--- src/rtl/lsr_consts.vh ---
// Constants for the link sync request block: control characters, select codes,
// multiframe defaults and reset values.
// Assumes it is included by bare name into every design file that needs it.
`ifndef LSR_CONSTS_VH
`define LSR_CONSTS_VH

// Source select codes
`define LSR_SEL_SINGLE 1'b0
`define LSR_SEL_DIFF 1'b1

// Control characters of the 8b/10b lane (octet before encoding, K flag set)
`define LSR_K_COMMA 8'hBC
`define LSR_K_MF_START 8'h1C
`define LSR_K_MF_ALIGN 8'h7C
`define LSR_K_CFG_START 8'h9C

// Position of the configuration start marker within the second multiframe
`define LSR_CFG_MARK_POS 1
// Index of the multiframe that carries the configuration
`define LSR_CFG_MF_INDEX 1

// Initial lane alignment sequence shape
`define LSR_OCTETS_PER_MF 32
`define LSR_ILAS_MF 4

// Reset values
`define LSR_RST_SYNC_N 1'b1
`define LSR_RST_OCTET 8'h00
`define LSR_RST_ENABLE 1'b0

`endif

--- src/rtl/lsr_sync_select.v ---
// Sync request source selector: picks the single-ended pin or the differential pair.
// Assumes all pins are synchronous to CLK; the output is registered.
`timescale 1ns/1ns
`include "lsr_consts.vh"

module lsr_sync_select (
	input wire clk,
	input wire srst,
	input wire sel,
	input wire single_n,
	input wire diff_p,
	input wire diff_n,
	output reg sync_n
);

	reg diff_level;
	reg next_sync_n;

	// Differential decode: a valid pair shows its level on the plus leg, an equal pair holds
	always @* begin
		if (diff_p != diff_n) begin
			diff_level = diff_p;
		end else begin
			diff_level = sync_n;
		end
	end

	// Source mux; in differential mode the single-ended pin is ignored, it sits grounded
	always @* begin
		if (sel == `LSR_SEL_DIFF) begin
			next_sync_n = diff_level;
		end else begin
			next_sync_n = single_n;
		end
	end

	// Register the selected request
	always @(posedge clk) begin
		if (srst) begin
			sync_n <= `LSR_RST_SYNC_N;
		end else begin
			sync_n <= next_sync_n;
		end
	end

endmodule

--- src/rtl/lsr_link_sync_request.v ---
// Link sync request handler and lane character sequencer for one serial lane.
// Assumes synchronous pins, one clock, and a receiver that drives the sync request.
// Assumes OCTETS_PER_MF from 3 to 256 and ILAS_MF up to 16, so the counters below are wide enough.
//
// What this block does
// - A low level on the selected sync request starts code group synchronization on the lane.
// - Once the request returns high after code group synchronization, the lane sends the alignment sequence.
// - With source select at 0 the request comes from the single-ended sync pin.
// - With source select at 1 the request comes from the differential timestamp pair.
// - A high power-down pin disables serializer and analog circuits; it is held low in normal use.
`timescale 1ns/1ns
`include "lsr_consts.vh"

module lsr_link_sync_request #(
	parameter OCTETS_PER_MF = `LSR_OCTETS_PER_MF,
	parameter ILAS_MF = `LSR_ILAS_MF
) (
	input wire CLK,
	input wire SRST,
	input wire SYNC_SOURCE_SELECT,
	input wire SINGLE_ENDED_LINK_SYNC_N,
	input wire TIMESTAMP_DIFF_INPUT_P,
	input wire TIMESTAMP_DIFF_INPUT_N,
	input wire ANALOG_POWERDOWN_PIN,
	input wire [7:0] SAMPLE_DATA,
	output reg [7:0] LANE_DATA,
	output reg LANE_IS_K,
	output reg [2:0] LINK_STATE,
	output reg SYNC_REQUEST_ACTIVE,
	output reg SERIALIZER_ENABLE,
	output reg ANALOG_ENABLE
);

	// Link states
	localparam [2:0] ST_OFF = 3'h0;
	localparam [2:0] ST_WAIT = 3'h1;
	localparam [2:0] ST_CGS = 3'h2;
	localparam [2:0] ST_ILAS = 3'h3;
	localparam [2:0] ST_DATA = 3'h4;

	// Counter widths and end values
	localparam OCT_W = 8;
	localparam MF_W = 4;
	// Full-width end values, cut to the counter widths on purpose
	localparam [31:0] OCT_LAST_FULL = OCTETS_PER_MF - 1;
	localparam [31:0] MF_LAST_FULL = ILAS_MF - 1;
	localparam [31:0] CFG_POS_FULL = `LSR_CFG_MARK_POS;
	localparam [31:0] CFG_MF_FULL = `LSR_CFG_MF_INDEX;
	localparam [OCT_W-1:0] OCT_LAST = OCT_LAST_FULL[OCT_W-1:0];
	localparam [MF_W-1:0] MF_LAST = MF_LAST_FULL[MF_W-1:0];
	localparam [OCT_W-1:0] CFG_POS = CFG_POS_FULL[OCT_W-1:0];
	localparam [MF_W-1:0] CFG_MF = CFG_MF_FULL[MF_W-1:0];

	wire sync_n;
	reg [2:0] state;
	reg [2:0] next_state;
	reg [OCT_W-1:0] octet;
	reg [OCT_W-1:0] next_octet;
	reg [MF_W-1:0] mf;
	reg [MF_W-1:0] next_mf;
	reg [7:0] next_data;
	reg next_k;
	reg ilas_end;
	reg next_serializer_enable;
	reg next_analog_enable;

	// Request source selection and registering
	lsr_sync_select u_sel (
		.clk(CLK),
		.srst(SRST),
		.sel(SYNC_SOURCE_SELECT),
		.single_n(SINGLE_ENDED_LINK_SYNC_N),
		.diff_p(TIMESTAMP_DIFF_INPUT_P),
		.diff_n(TIMESTAMP_DIFF_INPUT_N),
		.sync_n(sync_n)
	);

	// Last octet of the last alignment multiframe
	always @* begin
		ilas_end = (octet == OCT_LAST) && (mf == MF_LAST);
	end

	// State transitions
	always @* begin
		next_state = state;
		if (ANALOG_POWERDOWN_PIN) begin
			next_state = ST_OFF;
		end else begin
			case (state)
				ST_OFF: begin
					next_state = ST_WAIT;
				end
				ST_WAIT: begin
					if (!sync_n) begin
						next_state = ST_CGS;
					end
				end
				ST_CGS: begin
					if (sync_n) begin
						next_state = ST_ILAS;
					end
				end
				ST_ILAS: begin
					if (!sync_n) begin
						next_state = ST_CGS;
					end else if (ilas_end) begin
						next_state = ST_DATA;
					end
				end
				ST_DATA: begin
					if (!sync_n) begin
						next_state = ST_CGS;
					end
				end
				default: begin
					next_state = ST_OFF;
				end
			endcase
		end
	end

	// Octet and multiframe counters, restarted on entry to the alignment sequence
	always @* begin
		next_octet = `LSR_RST_OCTET;
		next_mf = {MF_W{1'b0}};
		if (next_state == ST_ILAS && state == ST_ILAS) begin
			if (octet == OCT_LAST) begin
				next_octet = `LSR_RST_OCTET;
				next_mf = mf + 1'b1;
			end else begin
				next_octet = octet + 1'b1;
				next_mf = mf;
			end
		end
	end

	// Lane character for the coming cycle
	always @* begin
		next_data = 8'h00;
		next_k = 1'b0;
		case (next_state)
			ST_OFF: begin
				next_data = 8'h00;
				next_k = 1'b0;
			end
			ST_WAIT: begin
				next_data = `LSR_K_COMMA;
				next_k = 1'b1;
			end
			ST_CGS: begin
				next_data = `LSR_K_COMMA;
				next_k = 1'b1;
			end
			ST_ILAS: begin
				if (next_octet == {OCT_W{1'b0}}) begin
					next_data = `LSR_K_MF_START;
					next_k = 1'b1;
				end else if (next_octet == OCT_LAST) begin
					next_data = `LSR_K_MF_ALIGN;
					next_k = 1'b1;
				end else if (next_mf == CFG_MF && next_octet == CFG_POS) begin
					next_data = `LSR_K_CFG_START;
					next_k = 1'b1;
				end else begin
					next_data = next_octet; // Ramp fill inside each multiframe
					next_k = 1'b0;
				end
			end
			ST_DATA: begin
				next_data = SAMPLE_DATA;
				next_k = 1'b0;
			end
			default: begin
				next_data = 8'h00;
				next_k = 1'b0;
			end
		endcase
	end

	// Enables for the coming cycle; power-down wins over every link state
	always @* begin
		next_serializer_enable = (next_state != ST_OFF);
		next_analog_enable = !ANALOG_POWERDOWN_PIN;
	end

	// State and counters
	always @(posedge CLK) begin
		if (SRST) begin
			state <= ST_OFF;
			octet <= `LSR_RST_OCTET;
			mf <= {MF_W{1'b0}};
		end else begin
			state <= next_state;
			octet <= next_octet;
			mf <= next_mf;
		end
	end

	// Lane character and link status outputs
	always @(posedge CLK) begin
		if (SRST) begin
			LANE_DATA <= 8'h00;
			LANE_IS_K <= 1'b0;
			LINK_STATE <= ST_OFF;
			SYNC_REQUEST_ACTIVE <= 1'b0;
		end else begin
			LANE_DATA <= next_data;
			LANE_IS_K <= next_k;
			LINK_STATE <= next_state;
			SYNC_REQUEST_ACTIVE <= !sync_n;
		end
	end

	// Serializer and analog enables, low from reset until the first edge with power-down low
	always @(posedge CLK) begin
		if (SRST) begin
			SERIALIZER_ENABLE <= `LSR_RST_ENABLE;
			ANALOG_ENABLE <= `LSR_RST_ENABLE;
		end else begin
			SERIALIZER_ENABLE <= next_serializer_enable;
			ANALOG_ENABLE <= next_analog_enable;
		end
	end

endmodule

--- config.mk ---
export PLATFORM = sky130hd
export DESIGN_NAME = lsr_link_sync_request
export DESIGN_NICKNAME = d
export VERILOG_FILES = /design/src/rtl/lsr_sync_select.v /design/src/rtl/lsr_link_sync_request.v
export VERILOG_INCLUDE_DIRS = /design/src /design/src/rtl
export SDC_FILE = /design/constraint.sdc
export NUM_CORES = 1
export LEC_CHECK = 0
export BUFFER_PORTS_ARGS = -buffer_cell sky130_fd_sc_hd__buf_2
export CORE_ASPECT_RATIO = 0.9
export CORE_MARGIN = 2
export CORE_UTILIZATION = 35
export DETAILED_ROUTE_END_ITERATION = 10
export SYNTH_ARGS = -nofsm -noshare
export SYNTH_HDL_FRONTEND = slang
export SYNTH_HIERARCHICAL = 1
export SYNTH_SLANG_ARGS = --single-unit
export TNS_END_PERCENT = 10
--- constraint.sdc ---
create_clock -name CLK -period 1.9 [get_ports CLK]
set_input_delay 0.095 -clock CLK [delete_from_list [all_inputs] [get_ports CLK]]
set_output_delay 0.095 -clock CLK [all_outputs]
set_load 0.02 [all_outputs]
==> impl_results.md, run 1 <==
- Ys async rst share: 0%
- R2R setup slack: -0.02 ns
- Die span in x: 73.1 µm
- Post-synth top area cell: dfxtp_1
- CP Depth: 7
- Footprint of the multi-input gates: 958 µm²
- Fmax: 0.522 GHz
- Worst hold path type: input pin to register
- Vias in the first global route: 1355
- Outcome: finished, violations left
- H-tree depth: 1
- Routed WL: 4.05 mm
- Share of cells above drive strength 1: 44.6%
- VDD IR max: 0.394 mV
- Crit path max-delay cell type: nor4b_4
- Most frequent cells in the layout: buf_4, buf_2, dfxtp_1
- First DRT Iteration DRCs: 76
- CTS tree: yes
- Leak: 0.846 nW
- CP required: 2.12 ns
- Post-synth EDFFs: 0
- Clock slew at reported path FFs: 0.09 ns
- Hold Violations, Final: 0
- I/O pins: 30
- CP delay by family, top: simple AND/OR/NAND/NOR gates
- Final setup fails: 1
- Post-synth cell types: 46
- Slew @ Worst Pin: 0.449 ns
- Wire length per cell: 14.4 µm
- Syn avg cell area: 8.75 µm²
- Critical path peak fanout: 4
- Vias/cell: 5.36
- Critical path, cell by cell: buf_6 > nor4b_4 > nand4_1 > buf_4 > and3_4 > a31o_4 > o21ai_1
- Reg area: 567 µm²
- Drt drc: 0
- Fin crit share: 101%
- Clock latency on the worst-skew pair: 0.28 ns
- Clock tree sinks: 28
- Area growth from synthesis to final layout: 40.9%
- Minimum clock period: 1.92 ns
- Fin cells: 281
- RSZ-0062 raised after global routing: yes
- R2r startpoint: octet[6]$_SDFF_PP0_
- Post-Synthesis Cells: 172
- Worst Skew: 0.00587 ns
- Placed insts: 270
- Final slew viol count: 0
- Port bufs: 29
- Post-detail-place hpwl: 3.05 mm
- WHS: 0.0249 ns
- Post-cts hold buffer count: 0
- Setup crit start kind: register
- Clock Tree Buf Depth: 2
- Via count: 1507
- GR Overflow Total: 0
- GRT Overall Usage: 16.8%
- Worst path max stage delay: 0.39 ns
- Critical path class: register to register
- Site Rows: 22
- Antenna Nets Post-Route: 0
- Failing checks: negative setup slack
- CP arrival: 2.13 ns
- Hold path depth: 3
- Synth top area cells: dfxtp_1, nor2_1, xnor2_1
- Net Count, Synth: 189
- First-pass GRT wire length: 6.27 mm
- Die H: 66.2 µm
- Top cell type's share of synthesized area: 37.2%
- Inserted Clock Buffers: 3
- Hold path startpoint: SINGLE_ENDED_LINK_SYNC_N
- Depth of the worst register-to-register path: 7
- Max-slew headroom: 69.9%
- Diodes inserted: 0
- Critical R2R Capture: LANE_DATA[3]$_SDFF_PP0_
- Pin count of the biggest net entering global routing: 16
- Setup_tns: -0.0174 ns
- Leading cell type in the layout, fill and taps excluded: buf_4
- Worst Setup End Kind: register
- PwrDens: 504 mW/mm²
- Fillers: 379
- Pre-CTS setup slack: -0.0310 ns
- Hold EP: u_sel/sync_n$_SDFFE_PP1P_
- TritonRoute pass-1 iters: 4
- Initial Util: 36.7%
- Number of synthesized register bits: 28
- CORE AREA: 0.00410 mm²
- Synth Warn #: 6
- Die area: 0.00484 mm²
- Final #Nets: 251
- CP bufs+invs: 2
- GPL Wtd Cong: 0.910
- Initial antenna violation count: 0
- Max-cap viol count: 0
- Setup slack after layout: -0.0174 ns
- Post-synthesis cell area: 0.00151 mm²
- Sequential fraction of the synthesis area: 37.2%
- Root Driver: clkbuf_8
- Top_reg_cell synth: dfxtp_1
==> stage by stage <==
step	power, mW	util (%)	cell area [µm²]
floorplan	0.669	-	1520
global placement	0.708	46.6	1910
detailed placement	0.708	46.6	1910
CTS	1.08	48.1	1970
global route	1.11	51.7	2120
finish	1.07	51.7	2120
==> final cells by class <==
class / count / area share (%)
Sequential cell: 28 / 26.7
Tap cell: 48 / 2.83
Timing Repair Buffer: 67 / 21.4
Inverter: 7 / 1.24
Multi-Input combinational cell: 127 / 45.2
Clock buffer: 4 / 2.60
==> cell usage after synthesis (2+ instances only) <==
cell	number
nand2b_1	2
a31oi_1	2
nand4_1	5
inv_1	7
nor3_1	6
nor3b_1	2
ha_1	2
o21ai_0	2
dfxtp_1	28
a21oi_1	11
nor2_1	19
o21ai_1	5
and3_1	4
o21ai_2	3
and4_1	2
clkbuf_1	3
nand3_1	10
a31o_2	2
a211oi_2	2
a211oi_1	2
buf_6	2
buf_2	4
nand2_1	9
xnor2_1	7
xor2_1	4
o22ai_1	2
nor4_1	4
nor2b_1	3
==> worst register-to-register path, stage by stage, from the launching register on <==
cell and delay [ns]:
dfxtp_2 0.34, buf_6 0.12, nor4b_4 0.39, nand4_1 0.26, buf_4 0.21, and3_4 0.18
a31o_4 0.26, o21ai_1 0.08
==> cell families after synthesis <==
logic type	count (synthesis)	share of synthesized area, %
adder cells (fa/ha/maj)	2	1.66
AO/OA/AOI/OAI	42	22.1
buffers and inverters	17	5.82
XOR/XNOR	11	6.40
flip-flops	28	37.2
AND/OR/NAND/NOR	72	26.8
==> where the power goes <==
part	internal, mW	switching (mW)
sequential	0.599	0.00818
combinational	0.0381	0.0528
clock	0.186	0.185
total	0.823	0.246
==> what timing repair did <==
action | CTS | global route
gates resized for setup | 2 | 23
pin swaps | 0 | 8
buffers inserted | 0 | 6
cloned | 0 | 1
setup endpoints to repair | 5 | 9
==> flip-flops by register name, summed over array words and instances, names as in the netlist <==
| register | count |
|---|---|
| mf | 4 |
| ANALOG_ENABLE | 1 |
| LANE_IS_K | 1 |
| octet | 8 |
| u_sel/sync_n | 1 |
| SYNC_REQUEST_ACTIVE | 1 |
| SERIALIZER_ENABLE | 1 |
| LINK_STATE | 3 |
| LANE_DATA | 8 |
==> per-layer routing <==
layer	routed length, µm	up-vias	global-route usage, %
li1	-	748	-
met3	318	2	3.35
met5	0	-	0
met2	1810	63	26.1
met4	9	0	5.56
met1	1910	694	22.9
==> how the worst max path moves through the flow <==
stage | end | startpoint
2_1_floorplan | LANE_DATA[3]$_SDFF_PP0_ | octet[6]$_SDFF_PP0_
3_3_place_gp | LANE_DATA[3]$_SDFF_PP0_ | octet[5]$_SDFF_PP0_
3_5_place_dp | LANE_DATA[3]$_SDFF_PP0_ | octet[6]$_SDFF_PP0_
4_1_cts | LANE_DATA[3]$_SDFF_PP0_ | octet[0]$_SDFF_PP0_
5_1_grt | LANE_DATA[5]$_SDFF_PP0_ | octet[6]$_SDFF_PP0_
6_report | LANE_DATA[3]$_SDFF_PP0_ | octet[6]$_SDFF_PP0_
Power figures use the tool's default switching activity.
==> run 2: changes to the inputs <==
--- a/config.mk
+++ b/config.mk
@@ -11,6 +11,7 @@
 export CORE_MARGIN = 2
 export CORE_UTILIZATION = 35
 export DETAILED_ROUTE_END_ITERATION = 10
+export MAX_ROUTING_LAYER = met4
 export SYNTH_ARGS = -nofsm -noshare
 export SYNTH_HDL_FRONTEND = slang
 export SYNTH_HIERARCHICAL = 1
==> constraint.sdc (replaced) <==
create_clock -name CLK -period 1.9 [get_ports CLK]
set_input_delay 0.095 -clock CLK [delete_from_list [all_inputs] [get_ports CLK]]
set_output_delay 0.095 -clock CLK [all_outputs]
set_load 0.05 [all_outputs]
==> run 2 against run 1 <==
  * Clock skew hardly changed
  * Die area unchanged
  * Final cell count grew 0.36%
  * Global-route usage is 0.72 points higher
  * Largest cell class unchanged
  * The flow now finishes without violations
  * Clock power about the same
  * Power is 2.3% higher
  * Sequential cell count is the same
  * Hold slack better by 0.0048 ns
  * Critical path type unchanged
  * Sequential share of layout area grew 0.10 points
  * Critical path depth is 1 higher
==> impl_results.md, run 2 (synthesized netlist as in run 1, its figures left out) <==
- Outcome: finished clean
- Worst Skew: 0.00588 ns (+0.0000145 ns)
- Leak: 0.845 nW (about the same)
- Clock latency on the worst-skew pair: 0.27 ns (about the same)
- Worst Setup End Kind: register
- CP required: 2.12 ns (about the same)
- Antenna Nets Post-Route: 0 (unchanged)
- Die H: 66.2 µm (unchanged)
- Final slew viol count: 0 (unchanged)
- RSZ-0062 raised after global routing: yes
- First DRT Iteration DRCs: 83 (+9.2%)
- Area growth from synthesis to final layout: 39.7%
- Post-detail-place hpwl: 3.13 mm (+2.8%)
- TritonRoute pass-1 iters: 4 (unchanged)
- Critical path peak fanout: 4 (unchanged)
- Max-slew headroom: 72.0% (+2.1 points)
- Drt drc: 0 (unchanged)
- H-tree depth: 1 (unchanged)
- CTS tree: yes
- Largest registers: LANE_DATA (8), octet (8), mf (4)
- Initial Util: 36.7% (unchanged)
- Setup crit start kind: register
- Hold Violations, Final: 0 (unchanged)
- Fin cells: 282 (+0.36%)
- Fin crit share: 99.2% (-1.7 points)
- Final setup fails: 0 (-1)
- Final Util: 51.3% (-0.43 points)
- Critical path class: register to register
- Leading cell type in the layout, fill and taps excluded: buf_4
- Pre-CTS setup slack: -0.00948 ns (+0.0216 ns)
- GPL Wtd Cong: 0.853 (-6.2%)
- Setup_tns: 0 ns (+0.0174 ns)
- Post-placement cell area: 0.00192 mm² (+0.26%)
- Root Driver: clkbuf_8
- Worst hold path type: input pin to register
- Final #Nets: 252 (+0.40%)
- Clock slew at reported path FFs: 0.10 ns (about the same)
- Diodes inserted: 0 (unchanged)
- R2R setup slack: 0.02 ns (+0.03 ns)
- I/O pins: 30 (unchanged)
- GRT Overall Usage: 17.5% (+0.72 points)
- Inserted Clock Buffers: 3 (unchanged)
- Wire length per cell: 14.8 µm (+2.9%)
- Vias/cell: 5.34 (-0.49%)
- Die span in x: 73.1 µm (unchanged)
- Via count: 1505 (-0.13%)
- Clock tree sinks: 28 (unchanged)
- Setup slack after layout: 0.0151 ns (+0.0324 ns)
- VDD IR max: 0.411 mV (+4.4%)
- Die area: 0.00484 mm² (unchanged)
- Initial antenna violation count: 0 (unchanged)
- GR Overflow Total: 0 (unchanged)
- Routed WL: 4.18 mm (+3.3%)
- First-pass GRT wire length: 6.46 mm (+3.0%)
- Most frequent cells in the layout: buf_4, buf_2, dfxtp_1
- CORE AREA: 0.00410 mm² (unchanged)
- CP arrival: 2.10 ns (-0.03 ns)
- Fin area: 0.00210 mm² (-0.83%)
- Placed insts: 274 (+1.5%)
- Minimum clock period: 1.88 ns (-0.0324 ns)
- PwrDens: 519 mW/mm² (+3.1%)
- Slew @ Worst Pin: 0.417 ns (-0.0313 ns)
- Fmax: 0.531 GHz (+1.7%)
- Port bufs: 29 (unchanged)
- Site Rows: 22 (unchanged)
- Clock Tree Buf Depth: 2 (unchanged)
- Max-cap viol count: 0 (unchanged)
- Share of cells above drive strength 1: 43.2% (-1.5 points)
- Pin count of the biggest net entering global routing: 16 (unchanged)
- Vias in the first global route: 1426 (+5.2%)
run 2: cell count changes in the layout (fill, tap and decap cells not counted), moves of 2 or more:
cell / previous run / this run
dfxtp_1: 23 / 25
buf_4: 34 / 32
dfxtp_2: 5 / 3
buf_6: 3 / 6
run 2: worst max-delay path, cell delays in order (launching register included):
cell and delay (ns):
dfxtp_2 0.33, buf_4 0.14, nor4b_4 0.41, nand4_1 0.24, buf_4 0.21, o32ai_4 0.11
buf_2 0.21, a21oi_1 0.08, o21ai_1 0.10
run 2: repair_timing:
action | CTS | global route
cloned | 0 | 1
endpoints found under the setup margin | 4 | 8
hold buffers | 0 | 0
hold endpoints to repair | 0 | 0
setup buffers | 0 | 3
gates resized for setup | 3 | 19
pin swaps | 0 | 11
run 2: final timing paths:
| check | start | to | cells after the start |
|---|---|---|---|
| hold reg to reg | u_sel/sync_n$_SDFFE_PP1P_ | SYNC_REQUEST_ACTIVE$_SDFF_PP0_ | 1 |
| hold / removal | SINGLE_ENDED_LINK_SYNC_N | u_sel/sync_n$_SDFFE_PP1P_ | 3 |
| setup / recovery | octet[6]$_SDFF_PP0_ | LANE_DATA[4]$_SDFF_PP0_ | 8 |
| setup reg to reg | octet[6]$_SDFF_PP0_ | LANE_DATA[4]$_SDFF_PP0_ | 8 |
run 2: per-stage QoR:
step / power, mW / hold WS [ns]
2_1_floorplan: 0.693 / 0.160
3_3_place_gp: 0.733 / 0.312
3_5_place_dp: 0.734 / 0.314
4_1_cts: 1.11 / 0.0207
5_1_grt: 1.14 / 0.0242
6_report: 1.09 / 0.0298
run 2: report_power, final:
part | switching, mW | internal, mW | total (mW)
sequential | 0.00783 | 0.599 | 0.607
combinational | 0.0787 | 0.0382 | 0.117
clock | 0.183 | 0.186 | 0.369
run 2: layout make-up:
type / count / area (µm²)
tap: 48 / 60.1
inverter: 7 / 26.3
fill: 370 / 2000
sequential: 28 / 564
multi-input combinational: 127 / 940
clock buffer: 4 / 55.1
timing repair buffer: 68 / 458
run 2: metal layers:
layer | wire length, µm | global-route usage, % | vias up
li1 | - | - | 751
met1 | 1990 | 24.2 | 722
met2 | 2000 | 27.6 | 30
met3 | 181 | 2.74 | 2
met4 | 8 | 2.31 | 0
met5 | 0 | - | -
